--- src/core/sto_pkg.sv ---
`default_nettype none
package sto_pkg;
	// Clock of both ends
	localparam int CLK_PERIOD_NS = 40;

	// Longest test-pulse off interval that the inputs must ride through
	localparam int TEST_PULSE_MAX_MS = 1;
	localparam int TEST_PULSE_MAX_CYC = TEST_PULSE_MAX_MS * 1000000 / CLK_PERIOD_NS;

	// Off interval of the controller's own test pulse
	localparam int CTL_PULSE_OFF_US = 500;
	localparam int CTL_PULSE_OFF_CYC = CTL_PULSE_OFF_US * 1000 / CLK_PERIOD_NS;

	// Counter width and the counts at that width
	localparam int CNT_W = 15;
	localparam logic [CNT_W-1:0] TEST_PULSE_MAX_CNT = CNT_W'(TEST_PULSE_MAX_CYC);
	localparam logic [CNT_W-1:0] CTL_PULSE_OFF_CNT = CNT_W'(CTL_PULSE_OFF_CYC);

	// Rated number of torque-off operations
	localparam int LIFE_W = 20;
	localparam logic [LIFE_W-1:0] STO_LIFE_COUNT = 20'h0f4240;

	// Register bus
	localparam int AXI_ADDR_W = 5;
	localparam int AXI_DATA_W = 32;
	localparam logic [1:0] RESP_OKAY = 2'h0;
	localparam logic [1:0] RESP_SLVERR = 2'h2;

	// Register offsets
	localparam logic [AXI_ADDR_W-1:0] REG_CTRL = 5'h00;
	localparam logic [AXI_ADDR_W-1:0] REG_CMD = 5'h04;
	localparam logic [AXI_ADDR_W-1:0] REG_STATUS = 5'h08;
	localparam logic [AXI_ADDR_W-1:0] REG_IRQ_STAT = 5'h0c;
	localparam logic [AXI_ADDR_W-1:0] REG_IRQ_MASK = 5'h10;

	// Control fields
	localparam int CTRL_W = 3;
	localparam int CTRL_TOFF_BIT = 0;
	localparam int CTRL_UNIT_RESET_A_BIT = 1;
	localparam int CTRL_UNIT_RESET_B_BIT = 2;
	localparam logic [CTRL_W-1:0] CTRL_RST = 3'h1;
	localparam int CMD_PULSE_BIT = 0;

	// Interrupt fields
	localparam int IRQ_W = 3;
	localparam int IRQ_SERIES_BIT = 0;
	localparam int IRQ_RELEASE_BIT = 1;
	localparam int IRQ_MISMATCH_BIT = 2;
	localparam logic [IRQ_W-1:0] IRQ_MASK_RST = 3'h0;

	// Controller sequence
	typedef enum logic [1:0] {
		CT_LOCKED,
		CT_RUN,
		CT_STOPPING,
		CT_PULSE
	} sto_ctl_state_e;
endpackage
`default_nettype wire

--- src/core/sto_link_if.sv ---
`timescale 1ns/1ps
`default_nettype none
// Safety wiring between the drive and its safety controller
interface sto_link_if;
	logic safetyInputOne;       // High: input one closed to its common
	logic safetyInputTwo;       // High: input two closed to its common
	logic forcedStopTwoInput;   // High: forced stop two released
	logic shutoffMonitorOne;    // High: monitor one closed
	logic shutoffMonitorTwo;    // High: monitor two closed
	logic shutoffMonitorSeries; // High: series path conducts

	modport dev (
		input  safetyInputOne,
		input  safetyInputTwo,
		input  forcedStopTwoInput,
		output shutoffMonitorOne,
		output shutoffMonitorTwo,
		output shutoffMonitorSeries
	);

	modport ctl (
		output safetyInputOne,
		output safetyInputTwo,
		output forcedStopTwoInput,
		input  shutoffMonitorOne,
		input  shutoffMonitorTwo,
		input  shutoffMonitorSeries
	);
endinterface
`default_nettype wire

--- src/core/sto_safety_ctrl.sv ---
// Our own choices: the AXI4-Lite register port and the placing of the registers.
`timescale 1ns/1ps
`default_nettype none
module sto_safety_ctrl #(
	parameter logic [sto_pkg::CNT_W-1:0] PULSE_OFF_CYC = sto_pkg::CTL_PULSE_OFF_CNT
) (
	input  wire logic                          mclk,
	input  wire logic                          rst,
	sto_link_if.ctl                            link,
	input  wire logic                          motorStopped,
	input  wire logic [sto_pkg::AXI_ADDR_W-1:0] s_axi_awaddr,
	input  wire logic                          s_axi_awvalid,
	output logic                               s_axi_awready,
	input  wire logic [sto_pkg::AXI_DATA_W-1:0] s_axi_wdata,
	input  wire logic [3:0]                    s_axi_wstrb,
	input  wire logic                          s_axi_wvalid,
	output logic                               s_axi_wready,
	output logic [1:0]                         s_axi_bresp,
	output logic                               s_axi_bvalid,
	input  wire logic                          s_axi_bready,
	input  wire logic [sto_pkg::AXI_ADDR_W-1:0] s_axi_araddr,
	input  wire logic                          s_axi_arvalid,
	output logic                               s_axi_arready,
	output logic [sto_pkg::AXI_DATA_W-1:0]     s_axi_rdata,
	output logic [1:0]                         s_axi_rresp,
	output logic                               s_axi_rvalid,
	input  wire logic                          s_axi_rready,
	output logic                               irq
);
	import sto_pkg::*;

	typedef struct packed {
		sto_ctl_state_e         state;
		logic                   resetSeen;
		logic [CNT_W-1:0]       pulseCnt;
		logic                   inClosed;
		logic                   em2Closed;
		logic [2:0]             mS1;
		logic [2:0]             mS2;
		logic [2:0]             mS3;
		logic [2:0]             mon;
		logic [CTRL_W-1:0]      ctrl;
		logic [IRQ_W-1:0]       irqStat;
		logic [IRQ_W-1:0]       irqMask;
		logic                   irq;
		logic                   awHave;
		logic                   wHave;
		logic [AXI_ADDR_W-1:0]  awAddr;
		logic [7:0]             wByte;
		logic                   wLane0;
		logic                   awready;
		logic                   wready;
		logic                   bvalid;
		logic [1:0]             bresp;
		logic                   arready;
		logic                   rvalid;
		logic [AXI_DATA_W-1:0]  rdata;
		logic [1:0]             rresp;
	} sto_ctl_s;

	// Monitor copies start closed, as the drive end shows them in reset,
	// so that leaving reset raises no false series event
	localparam sto_ctl_s CTL_RST = '{
		state:     CT_LOCKED,
		em2Closed: 1'b1,
		mS1:       3'h7,
		mS2:       3'h7,
		mS3:       3'h7,
		mon:       3'h7,
		ctrl:      CTRL_RST,
		irqMask:   IRQ_MASK_RST,
		awready:   1'b1,
		wready:    1'b1,
		arready:   1'b1,
		default:   '0
	};

	// Address decode shared by the read and write paths
	function automatic logic mapped(input logic [AXI_ADDR_W-1:0] a);
		mapped = (a == REG_CTRL) || (a == REG_CMD) || (a == REG_STATUS)
			|| (a == REG_IRQ_STAT) || (a == REG_IRQ_MASK);
	endfunction

	sto_ctl_s         r_q;
	sto_ctl_s         r_d;
	logic             wrDo;
	logic             pulseCmd;
	logic             relEv;
	logic [IRQ_W-1:0] irqSet;
	logic [IRQ_W-1:0] irqClr;

	always_comb begin
		r_d = r_q;
		wrDo = 1'b0;
		pulseCmd = 1'b0;
		relEv = 1'b0;
		irqSet = '0;
		irqClr = '0;

		// Monitor pins pass three stages; a bit moves once stages two and three agree
		r_d.mS1 = {link.shutoffMonitorSeries, link.shutoffMonitorTwo, link.shutoffMonitorOne};
		r_d.mS2 = r_q.mS1;
		r_d.mS3 = r_q.mS2;
		for (int i = 0; i < 3; i++) begin
			if (r_q.mS2[i] == r_q.mS3[i]) begin
				r_d.mon[i] = r_q.mS3[i];
			end
		end

		// Write channel: address and data taken in either order
		if (s_axi_awvalid && r_q.awready) begin
			r_d.awHave = 1'b1;
			r_d.awAddr = s_axi_awaddr;
			r_d.awready = 1'b0;
		end
		if (s_axi_wvalid && r_q.wready) begin
			r_d.wHave = 1'b1;
			r_d.wByte = s_axi_wdata[7:0];
			r_d.wLane0 = s_axi_wstrb[0];
			r_d.wready = 1'b0;
		end
		if (r_q.awHave && r_q.wHave && !r_q.bvalid) begin
			wrDo = r_q.wLane0;
			r_d.bvalid = 1'b1;
			r_d.bresp = mapped(r_q.awAddr) ? RESP_OKAY : RESP_SLVERR;
			r_d.awHave = 1'b0;
			r_d.wHave = 1'b0;
		end
		if (r_q.bvalid && s_axi_bready) begin
			r_d.bvalid = 1'b0;
			r_d.awready = 1'b1;
			r_d.wready = 1'b1;
		end
		if (wrDo) begin
			unique case (r_q.awAddr)
				REG_CTRL:     r_d.ctrl = r_q.wByte[CTRL_W-1:0];
				REG_CMD:      pulseCmd = r_q.wByte[CMD_PULSE_BIT];
				REG_IRQ_STAT: irqClr = r_q.wByte[IRQ_W-1:0];
				REG_IRQ_MASK: r_d.irqMask = r_q.wByte[IRQ_W-1:0];
				default:      r_d.ctrl = r_q.ctrl;
			endcase
		end

		// Read channel: data one cycle after the address is taken
		if (s_axi_arvalid && r_q.arready) begin
			r_d.rvalid = 1'b1;
			r_d.arready = 1'b0;
			r_d.rresp = mapped(s_axi_araddr) ? RESP_OKAY : RESP_SLVERR;
			unique case (s_axi_araddr)
				REG_CTRL:     r_d.rdata = AXI_DATA_W'(r_q.ctrl);
				REG_STATUS:   r_d.rdata = AXI_DATA_W'({r_q.state == CT_STOPPING,
					r_q.inClosed, r_q.mon});
				REG_IRQ_STAT: r_d.rdata = AXI_DATA_W'(r_q.irqStat);
				REG_IRQ_MASK: r_d.rdata = AXI_DATA_W'(r_q.irqMask);
				default:      r_d.rdata = '0;
			endcase
		end
		if (r_q.rvalid && s_axi_rready) begin
			r_d.rvalid = 1'b0;
			r_d.arready = 1'b1;
		end

		// Torque-off sequence; one flop drives both safety inputs
		unique case (r_q.state)
			CT_LOCKED: begin
				if (r_q.ctrl[CTRL_UNIT_RESET_A_BIT] && r_q.ctrl[CTRL_UNIT_RESET_B_BIT]) begin
					r_d.resetSeen = 1'b1;
				end else if (r_q.resetSeen && !r_q.ctrl[CTRL_UNIT_RESET_A_BIT]
					&& !r_q.ctrl[CTRL_UNIT_RESET_B_BIT] && !r_q.ctrl[CTRL_TOFF_BIT]) begin
					r_d.state = CT_RUN; // see RULE12
					r_d.inClosed = 1'b1;
					r_d.resetSeen = 1'b0;
					relEv = 1'b1;
				end
			end
			CT_RUN: begin
				if (r_q.ctrl[CTRL_TOFF_BIT]) begin
					r_d.state = CT_STOPPING;
					r_d.em2Closed = 1'b0; // see RULE8
				end else if (pulseCmd) begin
					r_d.state = CT_PULSE;
					r_d.inClosed = 1'b0;
					r_d.pulseCnt = '0;
				end
			end
			CT_STOPPING: begin
				if (motorStopped) begin
					r_d.state = CT_LOCKED; // see RULE8
					r_d.inClosed = 1'b0; // see RULE9
					r_d.em2Closed = 1'b1;
					r_d.resetSeen = 1'b0;
				end
			end
			CT_PULSE: begin
				if (r_q.pulseCnt >= PULSE_OFF_CYC - 1'b1) begin
					r_d.state = CT_RUN; // see RULE7
					r_d.inClosed = 1'b1;
				end else begin
					r_d.pulseCnt = r_q.pulseCnt + 1'b1;
				end
			end
		endcase

		// Sticky events, cleared by writing one; a new event wins
		irqSet[IRQ_SERIES_BIT] = r_d.mon[2] & ~r_q.mon[2];
		irqSet[IRQ_RELEASE_BIT] = relEv;
		irqSet[IRQ_MISMATCH_BIT] = (r_d.mon[0] ^ r_d.mon[1]) & ~(r_q.mon[0] ^ r_q.mon[1]);
		r_d.irqStat = (r_q.irqStat & ~irqClr) | irqSet;
		r_d.irq = |(r_d.irqStat & r_d.irqMask);
	end

	always_ff @(posedge mclk or posedge rst) begin
		if (rst) begin
			r_q <= CTL_RST;
		end else begin
			r_q <= r_d;
		end
	end

	assign link.safetyInputOne = r_q.inClosed;
	assign link.safetyInputTwo = r_q.inClosed;
	assign link.forcedStopTwoInput = r_q.em2Closed;
	assign s_axi_awready = r_q.awready;
	assign s_axi_wready = r_q.wready;
	assign s_axi_bvalid = r_q.bvalid;
	assign s_axi_bresp = r_q.bresp;
	assign s_axi_arready = r_q.arready;
	assign s_axi_rvalid = r_q.rvalid;
	assign s_axi_rdata = r_q.rdata;
	assign s_axi_rresp = r_q.rresp;
	assign irq = r_q.irq;
endmodule
`default_nettype wire

--- src/flat_wrapper.sv ---
// flat-port wrapper written by rule: the top's interface ports become plain ports
module sto_safety_ctrl_flat import sto_pkg::*;
#(
	parameter logic [sto_pkg::CNT_W-1:0] PULSE_OFF_CYC = sto_pkg::CTL_PULSE_OFF_CNT
)
  (mclk, rst, motorStopped, s_axi_awaddr, s_axi_awvalid, s_axi_awready, s_axi_wdata, s_axi_wstrb, s_axi_wvalid, s_axi_wready, s_axi_bresp, s_axi_bvalid, s_axi_bready, s_axi_araddr, s_axi_arvalid, s_axi_arready, s_axi_rdata, s_axi_rresp, s_axi_rvalid, s_axi_rready, irq, link_safetyInputOne, link_safetyInputTwo, link_forcedStopTwoInput, link_shutoffMonitorOne, link_shutoffMonitorTwo, link_shutoffMonitorSeries);
  sto_link_if link_i ();
  input  wire logic mclk;
  input  wire logic rst;
  input  wire logic motorStopped;
  input  wire logic [sto_pkg::AXI_ADDR_W-1:0] s_axi_awaddr;
  input  wire logic s_axi_awvalid;
  output logic s_axi_awready;
  input  wire logic [sto_pkg::AXI_DATA_W-1:0] s_axi_wdata;
  input  wire logic [3:0] s_axi_wstrb;
  input  wire logic s_axi_wvalid;
  output logic s_axi_wready;
  output logic [1:0] s_axi_bresp;
  output logic s_axi_bvalid;
  input  wire logic s_axi_bready;
  input  wire logic [sto_pkg::AXI_ADDR_W-1:0] s_axi_araddr;
  input  wire logic s_axi_arvalid;
  output logic s_axi_arready;
  output logic [sto_pkg::AXI_DATA_W-1:0] s_axi_rdata;
  output logic [1:0] s_axi_rresp;
  output logic s_axi_rvalid;
  input  wire logic s_axi_rready;
  output logic irq;
  output wire logic [$bits(link_i.safetyInputOne)-1:0] link_safetyInputOne;
  output wire logic [$bits(link_i.safetyInputTwo)-1:0] link_safetyInputTwo;
  output wire logic [$bits(link_i.forcedStopTwoInput)-1:0] link_forcedStopTwoInput;
  input wire logic [$bits(link_i.shutoffMonitorOne)-1:0] link_shutoffMonitorOne;
  input wire logic [$bits(link_i.shutoffMonitorTwo)-1:0] link_shutoffMonitorTwo;
  input wire logic [$bits(link_i.shutoffMonitorSeries)-1:0] link_shutoffMonitorSeries;
  assign link_safetyInputOne = link_i.safetyInputOne;
  assign link_safetyInputTwo = link_i.safetyInputTwo;
  assign link_forcedStopTwoInput = link_i.forcedStopTwoInput;
  assign link_i.shutoffMonitorOne = link_shutoffMonitorOne;
  assign link_i.shutoffMonitorTwo = link_shutoffMonitorTwo;
  assign link_i.shutoffMonitorSeries = link_shutoffMonitorSeries;
  sto_safety_ctrl #(.PULSE_OFF_CYC(PULSE_OFF_CYC)) u_core (.mclk(mclk), .rst(rst), .link(link_i), .motorStopped(motorStopped), .s_axi_awaddr(s_axi_awaddr), .s_axi_awvalid(s_axi_awvalid), .s_axi_awready(s_axi_awready), .s_axi_wdata(s_axi_wdata), .s_axi_wstrb(s_axi_wstrb), .s_axi_wvalid(s_axi_wvalid), .s_axi_wready(s_axi_wready), .s_axi_bresp(s_axi_bresp), .s_axi_bvalid(s_axi_bvalid), .s_axi_bready(s_axi_bready), .s_axi_araddr(s_axi_araddr), .s_axi_arvalid(s_axi_arvalid), .s_axi_arready(s_axi_arready), .s_axi_rdata(s_axi_rdata), .s_axi_rresp(s_axi_rresp), .s_axi_rvalid(s_axi_rvalid), .s_axi_rready(s_axi_rready), .irq(irq));
endmodule
--- config.mk ---
export PLATFORM = sky130hd
export DESIGN_NAME = sto_safety_ctrl_flat
export DESIGN_NICKNAME = d
export VERILOG_FILES = /design/src/core/sto_pkg.sv /design/src/core/sto_link_if.sv /design/src/core/sto_safety_ctrl.sv /design/src/flat_wrapper.sv
export SDC_FILE = /design/constraint.sdc
export NUM_CORES = 1
export LEC_CHECK = 0
export BUFFER_PORTS_ARGS = -buffer_cell sky130_fd_sc_hd__buf_4
export CORE_MARGIN = 5
export CORE_UTILIZATION = 40
export CTS_BUF_LIST = sky130_fd_sc_hd__clkbuf_4
export DETAILED_ROUTE_END_ITERATION = 12
export GPL_TIMING_DRIVEN = 0
export HOLD_SLACK_MARGIN = 0.12
export PLACE_DENSITY_LB_ADDON = 0.3
export REMOVE_ABC_BUFFERS = 1
export SLEW_MARGIN = 10
export SYNTH_ARGS = -nofsm -noshare
export SYNTH_HDL_FRONTEND = slang
export SYNTH_SLANG_ARGS = --single-unit
--- constraint.sdc ---
create_clock -name mclk -period 2.5 [get_ports mclk]
set_input_delay 0.375 -clock mclk [delete_from_list [all_inputs] [get_ports mclk]]
set_output_delay 0.375 -clock mclk [all_outputs]
set_load 0.02 [all_outputs]
Word level (Yosys, flattened, before mapping)
Index checks and enable logic that the tools add are counted.

operators by class
  add/sub/neg operators = 1
  $mul = 0
  divide/modulo/power cells = 0
  $lt $le $gt $ge = 1
  eq/ne operators = 24
  shifts and indexed selects = 0
  muxes and demuxes = 45
  bitwise gates (word level) = 10
  reduce and logical (&&, ||, !) cells = 42

operators with widths
  operator               count
  $mux 36                1
  $mux 16                2
  $pmux 15 s2            1
  $mux 3                 8
  $eq 5x4->1 const B     4
  $pmux 5 s4             1
  $mux 1                 18
  $mux 2                 9
  $reduce_bool 2->1      9
  $add 15x1->15 const B  1
  $ge 15x14->1 const B   1
  $mux 15                1
  $logic_and 1x1->1      11
  $eq 5x3->1 const B     2
  $eq 5x5->1 const B     2
  $logic_not 5->1        2
  $logic_or 1x1->1       8
  $ne 2x1->1 const B     4
  $ne 2x2->1 const B     4
  $pmux 2 s4             1
  $and 3x3->3            2
  $ne 3x1->1 const B     2
  $reduce_and 3->1       2
  $reduce_and 6->1       1
  other kinds (16)       26

word-level totals
  bits in registers = 94
  bits in latches = 0
  memory bits (writable) = 0
  ROM bits = 0
  input bits = 57
  output and inout bits = 45
  word-level logic and storage cells = 149
  memories = 0

Depth between registers and ports, before layout
Gate-level depths: netlist of run 1.

  depth in word-level cells = 10
  mapped depth = 7
  depth with buffers taken out = 6

Worst setup path before layout of run 1
Ideal clock, no wire load.

  path kind = register to register
  from = reg u_core.r_q (netlist bit u_core.s_axi_bvalid)
  to = reg u_core.r_q[87] in the netlist's numbering
  library setup time = 124 ps
  arrival time = 2,024 ps
  required time = 2,376 ps
  path slack = 352 ps
  stages on the path, launching flop included = 7
  path buffers = 1
  clock period less this slack = 2,148 ps
  path through = dfrtp_1 -> or4b_4 -> nor4_4 -> nor2_2 -> or2_1 -> buf_6 -> a211o_1

between the ends
  longest elaborated chain between the ends = 6

RTL lines
  what                        RTL line                source
  start: declaration          sto_safety_ctrl.sv:84   sto_ctl_s r_q;
  start signal: assignment    sto_safety_ctrl.sv:216  r_q <= r_d;
  $logic_not 1->1             sto_safety_ctrl.sv:122  if (r_q.awHave && r_q.wHave && !r_q.bvalid) begin
  $logic_and 1x1->1           sto_safety_ctrl.sv:122
  $mux 1                      sto_safety_ctrl.sv:122
  $mux 1                      sto_safety_ctrl.sv:134  if (wrDo) begin
  $ne 2x1->1 (no line)        n/a
  $reduce_and 4->1 (no line)  n/a

Every way passes these cells.
A chain may end at the register's enable or synchronous reset.

Final worst setup path of run 1
  from = reg u_core.r_q (netlist bit u_core.s_axi_bvalid)
  to = reg u_core.r_q[92] in the netlist's numbering

Same word-level chain as after synthesis.

==> results.json, run 1 <==
{
  "grt_usage_pct": 13.9,
  "critPathMaxFanout": 12,
  "synth_cell_type_count": 54,
  "fillers": 796,
  "rsz0062_at_grt": "false",
  "r2r_cells": 5,
  "swShare_pct": 34.6,
  "min_to": "u_core.s_axi_rvalid",
  "pwr-share-clk_pct": 25.0,
  "power.switching_uw": 1120,
  "syn_area_sq_mm": 0.00334,
  "period_share_pct": 94.5,
  "ant_nets": 0,
  "finalNetCount": 430,
  "fmax_mhz": 423,
  "hold-worst-slack_ns": 0.152,
  "ioPinCount": 102,
  "die-area_sq_mm": 0.0103,
  "r2r_slack_ns": 0.14,
  "r2r_start": "u_core.s_axi_bvalid",
  "final_util_pct": 46.6,
  "drt_iter0_drc": 65,
  "design_area_sq_mm": 0.00381,
  "vias": 2444,
  "startpoint_type": "flip-flop",
  "htree_levels": 3,
  "clk_path_buf_depth": 2,
  "wirelength_um": 6440,
  "async_flop_share_pct": 100,
  "final.setup_skew_ns": 0.0188,
  "hold_viol": 0,
  "die_h_um": 101,
  "hold_path_class": "input port to flip-flop",
  "syn_avg_cell_area_sq_um": 10.3,
  "grt_pass1_vias": 2490,
  "power.internal_uw": 2120,
  "grt_max_degree": 66,
  "viasPerCell": 5.11,
  "leakagePower_uw": 0.00176,
  "synth_seq_cells": 65,
  "netlist_instances": 324,
  "root_buffer": "clkbuf_4",
  "insertion_delay_ns": 0.41,
  "status": "completed",
  "core_area_sq_mm": 0.00818,
  "cts_resized": 0,
  "area_growth_pct": 14.0,
  "seq_area_frac_synth_pct": 49.3,
  "drtPass1Iterations": 4,
  "port_buffers": 40,
  "placementRows": 33,
  "drive_above_1_share_pct": 24.9,
  "crit_type": "flip-flop to flip-flop",
  "p_comb_share_pct": 27.2,
  "drc": 0,
  "cts_made_buffers": 9,
  "synth_edf_count": 0,
  "relSlewSlack_pct": 47.8,
  "gp_congestion": 0.814,
  "initial_core_util_pct": 40.9,
  "ys_warn_count": 0,
  "clk_pin_slew_worst_paths_ns": 0.10,
  "cp_data_arrival_time_ns": 2.66,
  "setup_violations": 0,
  "worst_slew_pin_slew_ns": 0.783,
  "r2r_end": "u_core.r_q[92]",
  "dp_hpwl_um": 4680,
  "antenna_found_initial": 0,
  "total_power_uw": 3250,
  "clock_sinks": 65,
  "ir_drop_v": 0.000537,
  "end_kind": "flip-flop",
  "worstPathRequired_ns": 2.80,
  "min-delay-start": "s_axi_rready",
  "place_area_sq_mm": 0.00356,
  "antennaDiodeCount": 0,
  "overflow": 0,
  "power_frac_seq_pct": 47.8,
  "synth-main-ff-cell": "dfrtp_1",
  "grt_pass1_wl_um": 11500,
  "routedWlPerCell_um": 13.5,
  "holdPathStages": 2,
  "period_needed_ns": 2.36,
  "maxCapViolCount": 0,
  "slew_violations": 0,
  "fp.dieW_um": 101,
  "power_density_mw_per_mm2": 852,
  "cts_tree": "yes"
}
[cell usage in the layout, fill, tap and decap left out, drive strengths merged, types with 11 or more instances in the layout]
cell type / count
clkbuf: 11
nand3: 13
conb: 29
dfrtp: 48
dfstp: 17
nand2: 26
a21oi: 12
o31ai: 12
inv: 17
o21ai: 25
nor2: 11
buf: 42
mux2: 12
[worst max-delay path, cell delays in order (launching register included)]
cell and delay [ns]:
dfrtp_1 0.45, or4b_4 0.59, nor4_4 0.33, nor2_2 0.17, or2_1 0.38, a211o_1 0.33
[power by group through the flow]
stage / logic (uW) / clock network [uW] / registers (uW)
after global placement: 860 / 0 / 1560
after detailed placement: 879 / 0 / 1570
after global routing: 990 / 883 / 1600
after floorplan: 572 / 0 / 1560
after CTS: 889 / 844 / 1550
final: 884 / 812 / 1550
[area by class of cell]
cell class | count | area (sq um) | area share (%)
clock inverter | 5 | 81.3 | 2.13
sequential | 65 | 1650 | 43.3
multi-input combinational | 226 | 1420 | 37.1
timing repair buffer | 49 | 385 | 10.1
tap | 105 | 131 | 3.45
clock buffer | 11 | 82.6 | 2.17
inverter | 17 | 66.3 | 1.74
[Yosys cell counts (all sizes together) (5+ instances only)]
library cell | n | area share (%)
a21o | 5 | 1.1
a21oi | 12 | 1.8
buf | 40 | 9.1
dfrtp | 48 | 36
dfstp | 17 | 13
ha | 5 | 1.9
inv | 17 | 1.9
mux2 | 12 | 4.0
nand2 | 26 | 2.9
nand3 | 13 | 1.9
nor2 | 11 | 1.3
nor2b | 6 | 1.1
nor4 | 7 | 1.8
o21ai | 25 | 3.7
o31ai | 12 | 2.7
[through the flow]
step / worst slack [ns] / TNS, ns / instances
finish: 0.137 / 0 / 478
global route: 0.00510 / 0 / 478
CTS: 0.0286 / 0 / 476
detailed placement: 0.0655 / 0 / 453
global placement: -0.335 / -15.94 / 453
floorplan: 0.294 / 0 / 308
[how the worst max path moves through the flow]
stage,cells after the start,from,slack (ns),end
after floorplan,5,u_core.s_axi_bvalid,0.29,u_core.r_q[87]
after global placement,2,rst,-0.33,u_core.s_axi_rvalid
after detailed placement,5,u_core.s_axi_bvalid,0.07,u_core.r_q[93]
after CTS,5,u_core.s_axi_bvalid,0.03,u_core.r_q[93]
after global routing,5,u_core.s_axi_bvalid,0.005,u_core.r_q[92]
final,5,u_core.s_axi_bvalid,0.14,u_core.r_q[92]
[per-layer routing]
metal  part of all wire, %  GRT usage (%)  vias up  wire length (um)
li1                      -              -     1192                 -
met3                   6.8           4.75        2               435
met1                    47           18.6     1184              3020
met5                     0              0        -                 0
met4                  0.42           3.68        0                27
met2                    46           21.8       66              2960
[cell families after synthesis]
family | synth area share (%)
buf+inv | 11.5
flops | 49.3
compound gates | 16.8
other cells | 0.112
xor+xnor | 0.262
mux | 4.94
simple gates | 14.9
fa+ha+maj | 2.17
[flip-flops by register name (all words and copies together) (netlist names)]
register / cells
u_core.s_axi_rdata: 5
u_core.r_d: 6
u_core.r_q: 44
u_core.s_axi_bvalid: 1
u_core.s_axi_wready: 1
u_core.s_axi_awready: 1
u_core.irq: 1
u_core.link.safetyInputOne: 1
u_core.s_axi_bresp: 1
u_core.s_axi_rresp: 1
u_core.link.forcedStopTwoInput: 1
u_core.s_axi_arready: 1
u_core.s_axi_rvalid: 1
[repair_timing]
action | 4_1_cts | 5_1_grt
endpoints found under the hold margin | 16 | 0
hold buffers | 7 | 0
setup endpoints to repair | 0 | 7
buffers inserted | 0 | 2
Note: power is estimated with default switching activity, not from simulation.
==> inputs of run 2 (changes only) <==
Settings changed: CAP_MARGIN from default to 10.
Clock period 2.5 ns to 2.77 ns, I/O delays scaled along.
==> run 2 against run 1 <==
Critical path depth is the same. Sequential share of layout area is 0.63 points higher. Clock skew grew 0.0013 ns. Critical endpoint is now u_core.r_q[93].
==> results.json, run 2 (synthesis gave the netlist of run 1 again) <==
{
  "route.met2.wl_um": 3010,
  "critPathCapture": "u_core.r_q[93]",
  "antennaDiodeCount": 0,
  "grt_usage_pct": 13.9,
  "cp_data_arrival_time_ns": 2.78,
  "period_share_pct": 88.4,
  "crit_type": "flip-flop to flip-flop",
  "core_area_sq_mm": 0.00818,
  "die-area_sq_mm": 0.0103,
  "grt_pass1_vias": 2473,
  "drc": 0,
  "insertion_delay_ns": 0.41,
  "rsz0062_at_grt": "false",
  "slew_violations": 0,
  "wirelength_um": 6470,
  "drive_above_1_share_pct": 24.8,
  "area_growth_pct": 12.4,
  "relSlewSlack_pct": 28.9,
  "r2r_slack_ns": 0.32,
  "status": "completed",
  "ant_nets": 0,
  "placementRows": 33,
  "clk_pin_slew_worst_paths_ns": 0.10,
  "die_h_um": 101,
  "root_buffer": "clkbuf_4",
  "largest_reg_flops": 44,
  "ir_drop_v": 0.000484,
  "crit_start": "u_core.s_axi_bvalid",
  "cpPeakStageDelay_ns": 0.59,
  "hold_viol": 0,
  "finalNetCount": 424,
  "r2r_end": "u_core.r_q[93]",
  "gp_congestion": 0.814,
  "viasPerCell": 5.15,
  "cts_made_buffers": 9,
  "initial_core_util_pct": 40.9,
  "critPathMaxFanout": 12,
  "clk_path_buf_depth": 2,
  "grt_max_degree": 66,
  "top_layer": "met4",
  "slowest_stage": "or4b_4",
  "period_needed_ns": 2.45,
  "worst_slew_pin_slew_ns": 1.06,
  "r2r_cells": 5,
  "vias": 2432,
  "routedWlPerCell_um": 13.7,
  "clock_sinks": 65,
  "maxCapViolCount": 0,
  "startpoint_type": "flip-flop",
  "final_cell_mix": "48 x dfrtp_1, 40 x buf_4, 29 x conb_1",
  "regMostFlops": "u_core.r_q",
  "dp_hpwl_um": 4680,
  "final_util_pct": 45.9,
  "setup_violations": 0,
  "tns_ns": 0,
  "hold_path_class": "input port to asynchronous set/reset pin",
  "htree_levels": 3,
  "place_area_sq_mm": 0.00356,
  "wl_met3_um": 413,
  "end_kind": "flip-flop",
  "port_buffers": 40,
  "design_area_sq_mm": 0.00375,
  "r2r_start": "u_core.s_axi_bvalid",
  "final.setup_skew_ns": 0.0201,
  "drt_iter0_drc": 64,
  "leakagePower_uw": 0.00174,
  "drtPass1Iterations": 4,
  "wl_met1_um": 3020,
  "fp.dieW_um": 101,
  "fmax_mhz": 409,
  "cts_resized": 0,
  "power_density_mw_per_mm2": 778,
  "ioPinCount": 102,
  "crit_chain": "or4b_4 -> nor4_4 -> o211ai_1 -> or3_1 -> o21ai_1",
  "antenna_found_initial": 0,
  "final_common_cell": "dfrtp_1",
  "cts_tree": "yes",
  "overflow": 0,
  "grt_pass1_wl_um": 11500,
  "worstPathRequired_ns": 3.10
}
[run 2: cell count changes in the layout (fill, tap and decap cells not counted), sizes merged]
cell / before / now
dlygate4sd3: 7 / 3
buf: 42 / 40
[run 2: timing repair]
item,4_1_cts,5_1_grt
setup buffers,0,0
hold endpoints to repair,3,0
hold buffers,3,0
[run 2: worst min-delay path by stage]
stage | slack [ns] | endpoint | from | cells after the start
after global placement | 0.35 | u_core.r_d[72] | u_core.r_d[75] | 0
after detailed placement | 0.35 | u_core.r_d[70] | u_core.r_d[73] | 0
final | 0.16 | u_core.s_axi_bvalid | rst | 2
after floorplan | 0.35 | u_core.r_d[70] | u_core.r_d[73] | 0
after global routing | 0.14 | u_core.s_axi_arready | s_axi_arvalid | 2
after CTS | 0.13 | u_core.s_axi_awready | s_axi_awvalid | 2
[run 2: per-stage QoR]
stage | power, uW | hold WS, ns | setup slack [ns] | instances
global placement | 2180 | 0.346 | -0.105 | 453
CTS | 2960 | 0.125 | 0.299 | 472
global route | 3120 | 0.136 | 0.144 | 472
finish | 2920 | 0.158 | 0.322 | 472
floorplan | 1920 | 0.345 | 0.564 | 308
detailed placement | 2210 | 0.347 | 0.336 | 453
[run 2: report_power, final]
| part | internal (uW) | switching (uW) | total, uW |
|---|---|---|---|
| Clock | 387 | 347 | 734 |
| Sequential | 1180 | 221 | 1400 |
| Combinational | 344 | 446 | 790 |
[run 2: area by class of cell]
class,instances,area (sq um)
Multi-Input combinational cell,226,1420
Fill cell,799,4420
Timing Repair Buffer,43,330
Clock inverter,5,81.3
Sequential cell,65,1650
Inverter,17,66.3
Tap cell,105,131
Clock buffer,11,82.6
[run 2: worst max-delay path, delay by kind of cell, from the launching register on]
family           cells  cell delay [ns]
AO/OA/AOI/OAI        2             0.51
flip-flops           1             0.45
AND/OR/NAND/NOR      3             1.41
[run 2: routing by layer]
layer | up-vias | track usage [%]
li1 | 1179 | -
met1 | 1187 | 18.5
met2 | 64 | 21.6
met3 | 2 | 4.82
met4 | 0 | 3.68
met5 | - | 0
